<file path="src/common/port_mux_pkg.sv">
// shared constants and types for the port pin-function multiplexer
package port_mux_pkg;

    localparam int NPORT = 5;
    localparam int PW = 8;

    // port index order used by every per-port array
    localparam int PA = 0;
    localparam int PB = 1;
    localparam int PE = 2;
    localparam int PF = 3;
    localparam int PG = 4;

    typedef logic [7:0] reg_addr_t;

    localparam reg_addr_t OFF_DIN [NPORT] =
        '{8'h00, 8'h01, 8'h30, 8'h40, 8'h41};
    localparam reg_addr_t OFF_DOUT [NPORT] =
        '{8'h04, 8'h05, 8'h34, 8'h44, 8'h45};
    localparam reg_addr_t OFF_DIR [NPORT] =
        '{8'h06, 8'h07, 8'h36, 8'h46, 8'h47};
    // ports a and b have no control register
    localparam reg_addr_t OFF_CTRL [NPORT] =
        '{8'h00, 8'h00, 8'h32, 8'h42, 8'h43};
    localparam logic [NPORT-1:0] HAS_CTRL = 5'h1c;
    localparam reg_addr_t OFF_PLD [NPORT] =
        '{8'hd0, 8'hd1, 8'hd2, 8'hd3, 8'hd4};
    localparam reg_addr_t OFF_JTAG_EN = 8'hc7;
    localparam reg_addr_t OFF_MODE = 8'hc8;

    // bus mode register fields
    localparam int MODE_ADDR_IN_BIT = 0;
    localparam int MODE_LANE_LSB = 1;
    localparam int MODE_LANE_W = 3;
    localparam int MODE_RB_BIT = 4;
    localparam int MODE_W = 5;
    localparam logic [MODE_W-1:0] MODE_RST = 5'h00;
    localparam int JTAG_EN_BIT = 0;
    localparam logic JTAG_EN_RST = 1'b0;
    localparam logic [PW-1:0] PORT_RST = 8'h00;

    // serial programming pins on port e
    localparam int JT_TMS = 0;
    localparam int JT_TCK = 1;
    localparam int JT_TDI = 2;
    localparam int JT_TDO = 3;
    localparam int JT_STAT = 4;
    localparam int JT_ERR = 5;
    localparam int ADDR_IN_W = 4;

    typedef enum logic [2:0] {
        LANE_NONE,
        LANE_F,
        LANE_G,
        LANE_A,
        LANE_B
    } lane_t;

    typedef enum logic [2:0] {
        FN_MCU,
        FN_PLD,
        FN_ADDR_OUT,
        FN_ADDR_IN,
        FN_DATA,
        FN_JTAG_IN,
        FN_JTAG_OUT
    } pin_fn_t;

    typedef struct packed {
        logic [PW-1:0] out;
        logic [PW-1:0] oe_n;
    } pin_drive_t;

    typedef struct packed {
        logic tms;
        logic tck;
        logic tdi;
    } jtag_in_t;

endpackage

</file>
<file path="src/port_function_mux.sv">
// pin-function multiplexer for ports a, b, e, f and g
//
// Local design decisions: the register addresses and the strobed register port.
module port_function_mux
    import port_mux_pkg::*;
#(
    parameter int PIN_W = PW
) (
    input wire logic clk,
    input wire logic rst,
    input wire logic [7:0] reg_addr,
    input wire logic [7:0] reg_wdata,
    input wire logic reg_wr,
    input wire logic reg_rd,
    output logic [7:0] reg_rdata,
    input wire logic [NPORT-1:0][PW-1:0] pin_in,
    output pin_drive_t [NPORT-1:0] pin_drive,
    input wire logic [NPORT-1:0][PW-1:0] pld_out,
    output logic [NPORT-1:0][PW-1:0] pld_in,
    input wire logic [PW-1:0] addr_latched,
    output logic [ADDR_IN_W-1:0] addr_in_low,
    input wire logic [PW-1:0] bus_rd_data,
    input wire logic bus_rd_en,
    output logic [PW-1:0] bus_wr_data,
    output jtag_in_t jtag_pins,
    input wire logic jtag_tdo,
    input wire logic isp_status_signal,
    input wire logic isp_error_n,
    input wire logic ready_busy
);

    if (PIN_W != PW) begin : g_bad_width
        $error("port_function_mux serves eight-bit ports only");
    end

    logic [NPORT-1:0][PW-1:0] sync_lvl;
    logic [NPORT-1:0][PW-1:0] dout_q, dout_d, dir_q, dir_d;
    logic [NPORT-1:0][PW-1:0] ctrl_q, ctrl_d, pld_q, pld_d;
    logic jtag_en_q, jtag_en_d;
    logic [MODE_W-1:0] mode_q, mode_d;
    logic [7:0] rdata_q, rdata_d;
    pin_drive_t [NPORT-1:0] drive_q, drive_d;
    pin_fn_t [NPORT-1:0][PW-1:0] fn;
    jtag_in_t jtag_q, jtag_d;
    logic [ADDR_IN_W-1:0] addr_in_q, addr_in_d;
    logic [PW-1:0] bus_wr_q, bus_wr_d;
    lane_t lane;

    level_sync #(.WIDTH(NPORT * PW), .STAGES(2)) u_pin_sync (
        .clk(clk),
        .rst(rst),
        .async_in(pin_in),
        .sync_out(sync_lvl)
    );

    assign lane = lane_t'(mode_q[MODE_LANE_LSB +: MODE_LANE_W]);

    function automatic logic lane_hits(lane_t l, int p);
        return (l == LANE_F && p == PF) || (l == LANE_G && p == PG) ||
            (l == LANE_A && p == PA) || (l == LANE_B && p == PB);
    endfunction

    // priority: programming port, data lane, address in, address out,
    // logic, then plain mcu i/o
    function automatic pin_fn_t pin_fn(int p, int b, logic jt, lane_t l,
        logic xa, logic ctrl, logic programmable_logic);
        if (p == PE && jt && b <= JT_ERR) begin
            return (b >= JT_TDO) ? FN_JTAG_OUT : FN_JTAG_IN;
        end
        if (lane_hits(l, p)) begin
            return FN_DATA;
        end
        if (p == PF && xa && b < ADDR_IN_W) begin
            return FN_ADDR_IN;
        end
        if (ctrl) begin
            return FN_ADDR_OUT;
        end
        if (programmable_logic) begin
            return FN_PLD;
        end
        return FN_MCU;
    endfunction

    always_comb begin
        dout_d = dout_q;
        dir_d = dir_q;
        ctrl_d = ctrl_q;
        pld_d = pld_q;
        jtag_en_d = jtag_en_q;
        mode_d = mode_q;
        rdata_d = 8'h00;
        if (reg_wr) begin
            for (int p = 0; p < NPORT; p++) begin
                if (reg_addr == OFF_DOUT[p]) begin
                    dout_d[p] = reg_wdata;
                end
                if (reg_addr == OFF_DIR[p]) begin
                    dir_d[p] = reg_wdata;
                end
                if (HAS_CTRL[p] && reg_addr == OFF_CTRL[p]) begin
                    ctrl_d[p] = reg_wdata;
                end
                if (reg_addr == OFF_PLD[p]) begin
                    pld_d[p] = reg_wdata;
                end
            end
            if (reg_addr == OFF_JTAG_EN) begin
                jtag_en_d = reg_wdata[JTAG_EN_BIT];
            end
            if (reg_addr == OFF_MODE) begin
                mode_d = reg_wdata[MODE_W-1:0];
            end
        end
        if (reg_rd) begin
            for (int p = 0; p < NPORT; p++) begin
                if (reg_addr == OFF_DIN[p]) begin
                    rdata_d = sync_lvl[p];
                end
                if (reg_addr == OFF_DOUT[p]) begin
                    rdata_d = dout_q[p];
                end
                if (reg_addr == OFF_DIR[p]) begin
                    rdata_d = dir_q[p];
                end
                if (HAS_CTRL[p] && reg_addr == OFF_CTRL[p]) begin
                    rdata_d = ctrl_q[p];
                end
                if (reg_addr == OFF_PLD[p]) begin
                    rdata_d = pld_q[p];
                end
            end
            if (reg_addr == OFF_JTAG_EN) begin
                rdata_d = {7'h00, jtag_en_q};
            end
            if (reg_addr == OFF_MODE) begin
                rdata_d = {3'h0, mode_q};
            end
        end
    end

    always_ff @(posedge clk) begin
        if (rst) begin
            dout_q <= '0;
            dir_q <= '0;
            ctrl_q <= '0;
            pld_q <= '0;
            jtag_en_q <= JTAG_EN_RST;
            mode_q <= MODE_RST;
            rdata_q <= 8'h00;
        end else begin
            dout_q <= dout_d;
            dir_q <= dir_d;
            ctrl_q <= ctrl_d;
            pld_q <= pld_d;
            jtag_en_q <= jtag_en_d;
            mode_q <= mode_d;
            rdata_q <= rdata_d;
        end
    end

    for (genvar p = 0; p < NPORT; p++) begin : g_port
        for (genvar b = 0; b < PW; b++) begin : g_bit
            logic o, dr;
            assign fn[p][b] = pin_fn(p, b, jtag_en_q, lane,
                mode_q[MODE_ADDR_IN_BIT], HAS_CTRL[p] & ctrl_q[p][b],
                pld_q[p][b]);
            always_comb begin
                o = 1'b0;
                dr = 1'b0;
                unique case (fn[p][b])
                    FN_MCU: begin
                        o = dout_q[p][b];
                        dr = dir_q[p][b];
                    end
                    FN_PLD: begin
                        o = pld_out[p][b];
                        dr = dir_q[p][b];
                    end
                    FN_ADDR_OUT: begin
                        o = addr_latched[b];
                        dr = 1'b1;
                    end
                    FN_ADDR_IN, FN_JTAG_IN: begin
                        o = 1'b0;
                        dr = 1'b0;
                    end
                    FN_DATA: begin
                        o = bus_rd_data[b];
                        dr = bus_rd_en;
                    end
                    FN_JTAG_OUT: begin
                        dr = 1'b1;
                        if (b == JT_TDO) begin
                            o = jtag_tdo;
                        end else if (b == JT_STAT) begin
                            o = mode_q[MODE_RB_BIT] ? ready_busy
                                : isp_status_signal;
                        end else begin
                            o = isp_error_n;
                        end
                    end
                endcase
                drive_d[p].out[b] = o;
                drive_d[p].oe_n[b] = ~dr;
            end
        end
    end

    always_comb begin
        jtag_d = '0;
        if (jtag_en_q) begin
            jtag_d.tms = sync_lvl[PE][JT_TMS];
            jtag_d.tck = sync_lvl[PE][JT_TCK];
            jtag_d.tdi = sync_lvl[PE][JT_TDI];
        end
        addr_in_d = mode_q[MODE_ADDR_IN_BIT]
            ? sync_lvl[PF][ADDR_IN_W-1:0] : '0;
        bus_wr_d = 8'h00;
        for (int p = 0; p < NPORT; p++) begin
            if (lane_hits(lane, p)) begin
                bus_wr_d = sync_lvl[p];
            end
        end
    end

    always_ff @(posedge clk) begin
        if (rst) begin
            drive_q <= {NPORT{pin_drive_t'({PORT_RST, 8'hff})}};
            jtag_q <= '0;
            addr_in_q <= '0;
            bus_wr_q <= 8'h00;
        end else begin
            drive_q <= drive_d;
            jtag_q <= jtag_d;
            addr_in_q <= addr_in_d;
            bus_wr_q <= bus_wr_d;
        end
    end

    assign reg_rdata = rdata_q;
    assign pin_drive = drive_q;
    assign pld_in = sync_lvl;
    assign jtag_pins = jtag_q;
    assign addr_in_low = addr_in_q;
    assign bus_wr_data = bus_wr_q;
endmodule

</file>
<file path="src/level_sync.sv">
// two-stage synchroniser for a vector of asynchronous pin levels
module level_sync #(
    parameter int WIDTH = 8,
    parameter int STAGES = 2
) (
    input wire logic clk,
    input wire logic rst,
    input wire logic [WIDTH-1:0] async_in,
    output logic [WIDTH-1:0] sync_out
);

    if (STAGES < 2) begin : g_bad_stages
        $error("level_sync needs at least two stages");
    end

    logic [STAGES-1:0][WIDTH-1:0] chain_q;
    logic [STAGES-1:0][WIDTH-1:0] chain_d;

    // stage 0 is read only by stage 1
    always_comb begin
        chain_d = {chain_q[STAGES-2:0], async_in};
    end

    always_ff @(posedge clk) begin
        if (rst) begin
            chain_q <= '0;
        end else begin
            chain_q <= chain_d;
        end
    end

    assign sync_out = chain_q[STAGES-1];

endmodule

</file>
<file path="config.mk">
export PLATFORM = sky130hd
export DESIGN_NAME = port_function_mux
export DESIGN_NICKNAME = d
export VERILOG_FILES = /design/src/common/port_mux_pkg.sv /design/src/port_function_mux.sv /design/src/level_sync.sv
export SDC_FILE = /design/constraint.sdc
export NUM_CORES = 1
export LEC_CHECK = 0
export CAP_MARGIN = 10
export CELL_PAD_IN_SITES_DETAIL_PLACEMENT = 1
export CELL_PAD_IN_SITES_GLOBAL_PLACEMENT = 1
export CORE_MARGIN = 4
export CORE_UTILIZATION = 38
export DETAILED_ROUTE_END_ITERATION = 16
export DONT_BUFFER_PORTS = 1
export HOLD_SLACK_MARGIN = 0.15
export PLACE_DENSITY = 0.66
export SLEW_MARGIN = 20
export SYNTH_ARGS = -nofsm -noshare
export SYNTH_HDL_FRONTEND = slang
export SYNTH_SLANG_ARGS = --single-unit
</file>
<file path="constraint.sdc">
create_clock -name clk -period 2.95 [get_ports clk]
set_input_delay 0.885 -clock clk [delete_from_list [all_inputs] [get_ports clk]]
set_output_delay 0.885 -clock clk [all_outputs]
set_load 0.005 [all_outputs]
</file>
==> qor.log, run 1 <==
[clock_tree] TritonCTS clock tree built
[drt] Iter 0 DRT Violations 1250
[timing] slack of the critical path 0.540 ns
[yosys] commonest register cell after synthesis dfxtp_1
[critical_path] setup slack of the most critical reg-to-reg path 0.54 ns
[critical_path] worst flop-to-flop path startpoint mode_q[2]
[power_and_ir_drop] worst vdd rail ir drop 0.526 mV
[global_routing] global routing usage on met1 37.7%
[timing] Rel. slew slack 44.1%
[yosys] Seq cells post-synth 333
[global_routing] GR peak layer met2
[drt] number of vias after detailed routing 12500
[clock_tree] clock latency reported for the late side of the worst-skew pair 0.57 ns
[critical_path] Worst Setup End Kind flip-flop
[timing] worst clock skew on the final layout 0.0153 ns
[clock_tree] post-CTS clock slew at the launch and capture registers of the worst setup and hold paths 0.06 ns
[hold_path] cell count of the worst hold path 1
[yosys] Synth top area share 47.5%
[yosys] cell with the most instances after synthesis dfxtp_1
[drt] number of nets with antenna violations after routing 0
[timing] number of hold-slack violations in the final timing report 0
[critical_path] FF-to-FF path depth 6
[clock_tree] CTS buffer count 39
[yosys] ranking of synthesized cells by instance count 333 x dfxtp_1, 185 x nand2_1, 160 x a21oi_1
[global_routing] met3 routing resource usage after global routing 8.89%
[hold_path] worst hold path type flip-flop to flip-flop
[global_routing] total grt overflow 0
[global_routing] first-pass GRT wire length 87800 um
[yosys] EDFF count, synth 0
[floorplan] die area 40000 um^2
[flow_run] number of max-cap violations 0
[global_routing] vias in the first global route 12600
[timing] maximum operating frequency 415 MHz
[drt] Detailed Route WL 60600 um
[yosys] total of warnings raised by yosys 0
[place] worst slack at placement 0.156 ns
[clock_tree] Resized cells post-CTS 0
[final_layout] number of standard cells in the final layout excluding fillers 2080
[floorplan] Ports 264
[critical_path] Arrival @ worst endpoint 2.86 ns
[critical_path] critical-path maximum fanout 13
[power_and_ir_drop] Static Leak 5.74 nW
[clock_tree] Clock H-tree levels 2
[drt] drt drc 0
[floorplan] Die X-Extent 200 um
[hold_path] sink of the worst hold path u_pin_sync.sync_out[34]
[yosys] mapped cell area 14000 um^2
[critical_path] cells along the critical path nor2b_1 -> buf_4 -> nor2b_1 -> nor2_1 -> o21ai_0 -> a21o_1
[clock_tree] number of setup buffers added after CTS 0
[timing] setup repair after global routing missed its margin no
[yosys] Yosys top cell by area dfxtp_1
[clock_tree] # clock sinks 333
[clock_tree] count of hold-fix buffers inserted at cts 0
[drt] first-pass iteration count of the detailed router 5
[timing] total negative setup slack 0 ns
[power_and_ir_drop] cell area power density 613 nW/um^2
[yosys] mean area per synthesized cell 8.71 um^2
[place] quantity of I/O buffers inserted on ports 0
[floorplan] standard-cell row count 70
[clock_tree] Max clock buf depth 3
[yosys] Gate Count Post-Synth 1610
[yosys] Area contributors post-synth dfxtp_1 48%, mux2i_1 6.1%, a21oi_1 5.7%
[drt] number of vias per cell 6.01
[global_routing] GRT Total Usage 29.0%
[global_routing] global-route track usage on met2 46.6%
[global_routing] pin count of the biggest net entering global routing 311
[yosys] sequential-to-total area share from yosys stat 47.5%
[drt] average wire length per cell after detail routing 29.1 um
[critical_path] type of element launching the critical path flip-flop
[timing] Slew @ Worst Pin 0.837 ns
[yosys] async set or reset register ratio after synthesis 0%
[timing] Finish-stage setup viols 0
[final_layout] Synth-to-Final Area Change 12.7%
[critical_path] Crit Path Category flip-flop to flip-flop
[critical_path] Slowest cell on crit path dfxtp_1
[timing] crit share post-route 81.7%
[floorplan] Die Ht 200 um
[floorplan] Starting Density 38.4%
[final_layout] proportion of layout cells with a drive suffix above 1 10.2%
[place] Routability Congestion 0.946
[final_layout] fin nets 1702
[critical_path] data required time at the worst endpoint 3.40 ns
[hold_path] worst hold start u_pin_sync.chain_d[74]
[critical_path] end of the worst register-to-register path pin_drive[50]
[timing] total count of max-transition violations in the final report 0
[place] Cell Count Post-Placement 2008
[critical_path] CP peak stage delay 0.71 ns
[yosys] number of distinct library cells after synthesis 82
[floorplan] CORE AREA 36500 um^2
[global_routing] number of antenna violations at the first check in global routing 4
[run_status] outcome complete, no violations
[clock_tree] Root Driver clkbuf_16
[timing] minimum clock period after layout 2.41 ns
[place] post-DP HPWL 44500 um
[critical_path] most frequent cell on the critical path nor2b_1
[yosys] net count after synthesis 1731
[routing by layer]
layer | part of all wire [%] | wire [um] | vias up
li1 | - | - | 5666
met1 | 42 | 25700 | 6208
met2 | 46 | 27600 | 524
met3 | 8.9 | 5360 | 97
met4 | 3.2 | 1940 | 6
met5 | 0.056 | 34 | -
[cells by family after synthesis]
kind of cell           synth area share (%)
buffers and inverters                  4.32
AO/OA/AOI/OAI                          18.4
AND/OR/NAND/NOR                        23.3
flip-flops                             47.5
multiplexers                           6.47
[cell usage in the layout (no fill, tap or decap), drive strengths merged, types with 22 or more instances in the layout]
cell    instances
dfxtp         333
nand2         185
a21oi         160
nor2          140
nand3         112
nor2b          96
mux2i          85
buf            61
clkbuf         56
o21ai          53
nor3           36
a22oi          31
a211oi         23
a21o           22
[layout make-up]
cell class | count | area [um^2]
tap | 468 | 586
sequential | 333 | 6670
timing repair buffer | 61 | 458
antenna | 1 | 2.50
clock buffer | 56 | 1180
clock inverter | 15 | 128
fill | 4195 | 20700
inverter | 7 | 26.3
multi-input combinational | 1139 | 6760
[critical path, delay by kind of cell, from the launching register on]
family / cells / cell delay (ns)
AND/OR/NAND/NOR: 3 / 0.87
flip-flops: 1 / 0.71
AO/OA/AOI/OAI: 2 / 0.53
buffers and inverters: 1 / 0.19
[worst max path at each step]
stage | cells after the start | from | endpoint
3_3_place_gp | 8 | reg_addr[5] | reg_rdata[2]
2_1_floorplan | 8 | reg_addr[2] | reg_rdata[4]
5_1_grt | 6 | mode_q[2] | pin_drive[50]
6_report | 6 | mode_q[2] | pin_drive[50]
3_5_place_dp | 8 | reg_addr[5] | reg_rdata[2]
4_1_cts | 5 | mode_q[3] | pin_drive[67]
[power breakdown]
| group | switching [mW] | leakage (nW) | internal (mW) | total, mW |
|---|---|---|---|---|
| registers | 0.0582 | 2.70 | 4.55 | 4.61 |
| clock network | 1.97 | 0.649 | 2.88 | 4.86 |
| logic | 0.114 | 2.39 | 0.100 | 0.214 |
[state kept, by name, indices dropped and copies added, names as in the netlist, 3 cells and up]
register and flops:
addr_in_low 4, bus_wr_data 8, ctrl_q 24, dir_q 40, dout_q 40, jtag_pins 3, mode_q 5, pin_drive 80
pld_q 40, reg_rdata 8, u_pin_sync.chain_d 40, u_pin_sync.sync_out 40
[per-stage QoR]
step / cell area (um^2) / hold slack, ns / total power, mW / util [%]
6_report: 15800 / 0.435 / 9.68 / 43.3
5_1_grt: 15800 / 0.414 / 10.0 / 43.3
4_1_cts: 15800 / 0.393 / 9.78 / 43.3
3_5_place_dp: 14500 / 0.426 / 4.92 / 39.7
3_3_place_gp: 14500 / 0.418 / 4.92 / 39.7
2_1_floorplan: 14000 / 0.414 / 4.95 / -
(Power assumes the default switching activity.)
==> inputs of run 2 (changes only) <==
Settings changed: PLACE_DENSITY 0.66 to 0.68.
Clock period 2.95 ns to 2 ns, I/O delays scaled along.
==> qor.log, run 2 (synthesis results as in run 1) <==
[run_status] outcome finished with violations
[run_status] violations in the final reports negative setup slack
[floorplan] Starting Density 38.4% [unchanged]
[critical_path] cell depth of the worst setup path 5 [-1]
[place] worst slack at placement -0.501 ns [-0.657 ns]
[clock_tree] number of setup buffers added after CTS 0 [unchanged]
[final_layout] top library cells by usage in the layout, fill and taps aside 333 x dfxtp_1, 178 x nand2_1, 161 x buf_4, 159 x a21oi_1, 132 x nor2_1
[timing] slack of the critical path -0.00804 ns [-0.548 ns]
[critical_path] Crit Path Category input port to flip-flop
[clock_tree] post-CTS clock slew at the launch and capture registers of the worst setup and hold paths 0.07 ns [about the same]
[final_layout] number of standard cells in the final layout excluding fillers 2177 [+4.7%]
[drt] number of vias per cell 5.92 [-1.5%]
[floorplan] CORE AREA 36500 um^2 [unchanged]
[flow_run] number of max-cap violations 0 [unchanged]
[global_routing] number of antenna violations at the first check in global routing 2 [-2]
[hold_path] sink of the worst hold path u_pin_sync.chain_d[75]
[hold_path] worst hold start pin_in[35]
[timing] maximum operating frequency 498 MHz
[critical_path] Arrival @ worst endpoint 2.49 ns [-0.37 ns]
[critical_path] setup slack of the most critical reg-to-reg path 0.12 ns [-0.42 ns]
[hold_path] worst hold path type input port to flip-flop
[place] Routability Congestion 0.965 [+2.1%]
[global_routing] total grt overflow 0 [unchanged]
[critical_path] Worst Setup End Kind flip-flop
[timing] number of hold-slack violations in the final timing report 0 [unchanged]
[timing] crit share post-route 100%
[critical_path] cells along the critical path nand2b_1 -> nor3_1 -> or3b_2 -> nand3b_1 -> o211ai_2
[critical_path] type of element launching the critical path input port
[global_routing] first-pass GRT wire length 89700 um [+2.2%]
[clock_tree] # clock sinks 333 [unchanged]
[final_layout] number of flip-flops in the largest register 80 [unchanged]
[drt] drt drc 0 [unchanged]
[power_and_ir_drop] worst vdd rail ir drop 0.596 mV [+13%]
[final_layout] Synth-to-Final Area Change 18.9%
[clock_tree] clock latency reported for the late side of the worst-skew pair 0.55 ns [-0.02 ns]
[timing] Finish-stage setup viols 1 [+1]
[hold_path] cell count of the worst hold path 1 [unchanged]
[floorplan] standard-cell row count 70 [unchanged]
[drt] average wire length per cell after detail routing 28.4 um [-2.4%]
[floorplan] Die Ht 200 um [unchanged]
[clock_tree] CTS buffer count 37 [-5.1%]
[floorplan] Ports 264 [unchanged]
[clock_tree] Max clock buf depth 3 [unchanged]
[critical_path] Slowest cell on crit path or3b_2
[drt] Iter 0 DRT Violations 994 [-20%]
[clock_tree] TritonCTS clock tree built
[final_layout] proportion of layout cells with a drive suffix above 1 16.4% [+6.2 points]
[critical_path] end of the worst register-to-register path reg_rdata[5]
[floorplan] die area 40000 um^2 [unchanged]
[place] cell area after placement 15400 um^2 [+6.4%]
[global_routing] pin count of the biggest net entering global routing 242 [-22%]
[critical_path] data required time at the worst endpoint 2.49 ns [-0.91 ns]
[drt] first-pass iteration count of the detailed router 5 [unchanged]
[place] Cell Count Post-Placement 2111 [+5.1%]
[critical_path] worst flop-to-flop path startpoint ctrl_q[21]
[critical_path] crit-path leading delay family simple AND/OR/NAND/NOR gates
[critical_path] CP peak stage delay 0.51 ns [-0.20 ns]
[power_and_ir_drop] total power 13.9 mW [+44%]
[final_layout] fin nets 1804 [+6.0%]
[clock_tree] Root Driver clkbuf_16
[timing] Rel. slew slack 39.9% [-4.1 points]
[global_routing] GRT Total Usage 29.7% [+0.68 points]
[drt] number of nets with antenna violations after routing 0 [unchanged]
[place] post-DP HPWL 46200 um [+3.7%]
[drt] number of vias after detailed routing 12900 [+3.1%]
[timing] worst clock skew on the final layout 0.0116 ns [-0.00371 ns]
[timing] minimum clock period after layout 2.01 ns
[timing] total count of max-transition violations in the final report 0 [unchanged]
[power_and_ir_drop] cell area power density 835 nW/um^2 [+36%]
[timing] total negative setup slack -0.00804 ns [-0.00804 ns]
[timing] Post-Route Hold Slack 0.180 ns [-0.255 ns]
[timing] Slew @ Worst Pin 0.901 ns [+0.0642 ns]
[critical_path] critical-path maximum fanout 241 [+228]
[critical_path] FF-to-FF path depth 7 [+1]
[final_layout] most common cell after layout, fill and taps aside dfxtp_1
[global_routing] vias in the first global route 13000 [+3.2%]
[final_layout] final design instance area without fill 16700 um^2 [+5.5%]
[floorplan] Die X-Extent 200 um [unchanged]
[final_layout] final standard cell utilization of the core 45.6% [+2.4 points]
[place] quantity of I/O buffers inserted on ports 0 [unchanged]
[timing] setup repair after global routing missed its margin no
[clock_tree] Clock H-tree levels 2 [unchanged]
[power_and_ir_drop] Static Leak 6.27 nW [+9.1%]
[critical_path] CP Buf/Inv Count 0 [-1]
[drt] Detailed Route WL 61900 um [+2.2%]
==> run 2: layer usage <==
metal / vias to the layer above / track usage [%] / wire length, um
li1: 5869 / - / -
met1: 6378 / 39.0 / 26300
met2: 541 / 47.5 / 28400
met3: 102 / 9.24 / 5360
met4: 2 / 8.56 / 1880
met5: - / 0 / 7
==> run 2: report_power, final <==
group	switching [mW]	internal [mW]	leakage [nW]	total (mW)
Sequential	0.0811	6.72	2.70	6.80
Clock	2.81	3.90	0.587	6.71
Combinational	0.208	0.205	2.98	0.413
Total	3.10	10.8	6.27	13.9
==> run 2: cell type report <==
cell class                 count  area, um^2
timing repair buffer         165        1300
sequential                   333        6670
antenna                        2        5.00
inverter                       7        26.3
clock inverter                14         108
fill                        4190       19900
multi-input combinational   1139        6910
tap                          468         586
clock buffer                  49        1070
==> run 2: worst max path at each step <==
stage	from	end
after floorplan	reg_addr[2]	reg_rdata[4]
after global placement	reg_addr[5]	reg_rdata[2]
after detailed placement	reg_addr[5]	reg_rdata[3]
after CTS	reg_addr[5]	reg_rdata[3]
after global routing	reg_addr[5]	ctrl_q[29]
final	rst	reg_rdata[4]
==> run 2: timing repair <==
| action | 4_1_cts | 5_1_grt |
|---|---|---|
| resized for setup | 0 | 5 |
| endpoints found under the hold margin | 70 | 0 |
| endpoints found under the setup margin | 0 | 4 |
| hold buffers | 1 | 0 |
==> inputs of run 3 (changes only) <==
Settings changed: PLACE_DENSITY 0.68 to default, PLACE_DENSITY_LB_ADDON from default to 0.1.
==> qor.log, run 3 (synthesis results as in run 1) <==
[clock_tree] Root Driver clkbuf_16
[critical_path] Worst Setup End Kind flip-flop
[power_and_ir_drop] Internal Power 11.2 mW [+3.2%]
[place] worst slack at placement -0.502 ns [-0.00134 ns]
[critical_path] crit-path leading delay family compound AO/OA/AOI/OAI gates
[clock_tree] TritonCTS clock tree built
[drt] number of vias per cell 5.91 [-0.21%]
[final_layout] most common cell after layout, fill and taps aside dfxtp_1
[floorplan] Die Ht 200 um [unchanged]
[clock_tree] post-CTS clock slew at the launch and capture registers of the worst setup and hold paths 0.06 ns [about the same]
[floorplan] standard-cell row count 70 [unchanged]
[clock_tree] number of setup buffers added after CTS 0 [unchanged]
[power_and_ir_drop] cell area power density 848 nW/um^2 [+1.5%]
[power_and_ir_drop] total power 14.2 mW [+2.3%]
[global_routing] vias in the first global route 13100 [+0.12%]
[drt] average wire length per cell after detail routing 29.0 um [+1.9%]
[drt] met2 WL post-DR 28900 um [+1.8%]
[critical_path] data required time at the worst endpoint 2.47 ns [-0.02 ns]
[timing] Finish-stage setup viols 0 [-1]
[clock_tree] CTS buffer count 36 [-2.7%]
[flow_run] number of max-cap violations 0 [unchanged]
[drt] Iter 0 DRT Violations 896 [-9.9%]
[timing] setup repair after global routing missed its margin no
[final_layout] top library cells by usage in the layout, fill and taps aside 333 x dfxtp_1, 178 x nand2_1, 164 x buf_4, 158 x a21oi_1, 132 x nor2_1
[global_routing] total grt overflow 0 [unchanged]
[drt] number of vias after detailed routing 12900 [-0.023%]
[timing] total negative setup slack 0 ns [+0.00804 ns]
[power_and_ir_drop] sequential group share of total power 47.7% [-1.1 points]
[global_routing] pin count of the biggest net entering global routing 252 [+4.1%]
[floorplan] CORE AREA 36500 um^2 [unchanged]
[global_routing] number of antenna violations at the first check in global routing 1 [-1]
[drt] first-pass iteration count of the detailed router 5 [unchanged]
[final_layout] Synth-to-Final Area Change 19.8%
[global_routing] GRT Total Usage 30.3% [+0.65 points]
[floorplan] die area 40000 um^2 [unchanged]
[drt] amount of wire on met3 after detailed routing 5150 um [-3.9%]
[critical_path] type of element launching the critical path input port
[power_and_ir_drop] reported net switching power 3.07 mW [-0.87%]
[timing] Slew @ Worst Pin 0.622 ns [-0.279 ns]
[final_layout] number of antenna repair diodes 0 [-2]
[timing] number of hold-slack violations in the final timing report 0 [unchanged]
[critical_path] cells along the critical path or4_1 -> nor2_4 -> a22oi_2 -> o32ai_1 -> o21ai_1 -> a31oi_1
[global_routing] first-pass GRT wire length 91100 um [+1.5%]
[timing] minimum clock period after layout 1.95 ns [-0.0572 ns]
[critical_path] CP Buf/Inv Count 0 [unchanged]
[timing] maximum operating frequency 513 MHz [+2.9%]
[drt] number of nets with antenna violations after routing 0 [unchanged]
[drt] met1 wire length 27000 um [+2.6%]
[clock_tree] clock latency reported for the late side of the worst-skew pair 0.56 ns [about the same]
[power_and_ir_drop] Static Leak 6.33 nW [+1.0%]
[drt] top layer reached by signal wires met5
[critical_path] CP peak stage delay 0.60 ns [+0.09 ns]
[drt] Detailed Route WL 63200 um [+2.1%]
[floorplan] Ports 264 [unchanged]
[critical_path] Crit Path Category input port to flip-flop
[timing] total count of max-transition violations in the final report 0 [unchanged]
[power_and_ir_drop] clock share of power 49.3% [+1.1 points]
[floorplan] Die X-Extent 200 um [unchanged]
[timing] worst clock skew on the final layout 0.0256 ns [+0.0140 ns]
[clock_tree] # clock sinks 333 [unchanged]
[place] Routability Congestion 0.961 [-0.48%]
[power_and_ir_drop] worst vdd rail ir drop 0.787 mV [+32%]
[timing] slack of the critical path 0.0492 ns [+0.0572 ns]
[final_layout] fin nets 1810 [+0.33%]
[timing] Rel. slew slack 57.5% [+18 points]
[final_layout] proportion of layout cells with a drive suffix above 1 16.7% [+0.29 points]
[critical_path] Slowest cell on crit path or4_1
[critical_path] critical-path maximum fanout 40 [-83%]
[critical_path] Arrival @ worst endpoint 2.42 ns [-0.07 ns]
[clock_tree] Clock H-tree levels 2 [unchanged]
[final_layout] number of flip-flops in the largest register 80 [unchanged]
[place] post-DP HPWL 47000 um [+1.8%]
[place] quantity of I/O buffers inserted on ports 0 [unchanged]
[hold_path] worst hold path type input port to flip-flop
[power_and_ir_drop] fraction of power spent switching nets 21.6% [-0.69 points]
[run_status] outcome complete, no violations
[power_and_ir_drop] Comb pwr share 3.0% [about the same]
[floorplan] Starting Density 38.4% [unchanged]
[clock_tree] Max clock buf depth 3 [unchanged]
[timing] crit share post-route 97.5% [-2.9 points]
[drt] drt drc 0 [unchanged]
## run 3: metal layers
metal,GRT usage (%),vias to the layer above
met5,0,-
met4,9.96,2
met3,8.43,109
met2,48.6,490
met1,39.9,6411
li1,-,5877
## run 3: repair_timing
item	in CTS	in global routing
resized for setup	1	2
hold endpoints to repair	34	0
setup endpoints to repair	6	3
hold buffers	2	0
## run 3: area by class of cell
type	instances	area (um^2)
inverters	7	26.3
well taps	468	586
flip-flops and latches	333	6670
clock buffers	50	1070
repair buffers	172	1390
clock inverters	12	171
multi-input cells	1139	6890
fillers	4247	19700
## run 3: worst register-to-register path, stage by stage, from the launching register on
cell and delay, ns:
dfxtp_1 0.43, nor4bb_2 0.31, o211ai_1 0.11, o2bb2ai_1 0.19, a221o_1 0.33, a31oi_1 0.26, buf_4 0.18, a21bo_1 0.10
## run 3: worst paths after layout
kind / startpoint / to / slack (ns) / cells after the start
worst min register to register: u_pin_sync.chain_d[69] / u_pin_sync.sync_out[29] / 0.42 / 1
worst max-delay path: reg_addr[1] / reg_rdata[3] / 0.05 / 6
worst min-delay path: pin_in[32] / u_pin_sync.chain_d[72] / 0.18 / 1
worst max register to register: ctrl_q[21] / reg_rdata[5] / 0.06 / 7
## run 3: power groups by stage
stage	registers [mW]	logic (mW)	clock network, mW
floorplan	6.90	0.439	0
global placement	6.94	0.390	0
detailed placement	6.94	0.392	0
CTS	6.80	0.424	7.15
global route	6.80	0.455	7.43
finish	6.80	0.427	7.01
## run 3: through the flow
stage	hold WS, ns	utilization [%]	instance area, um^2	cells
2_1_floorplan	0.414	-	14200	1610
3_3_place_gp	0.417	42.5	15500	2117
3_5_place_dp	0.425	42.5	15500	2117
4_1_cts	0.153	46.0	16800	2181
5_1_grt	0.156	46.0	16800	2181
6_report	0.175	46.0	16800	2181
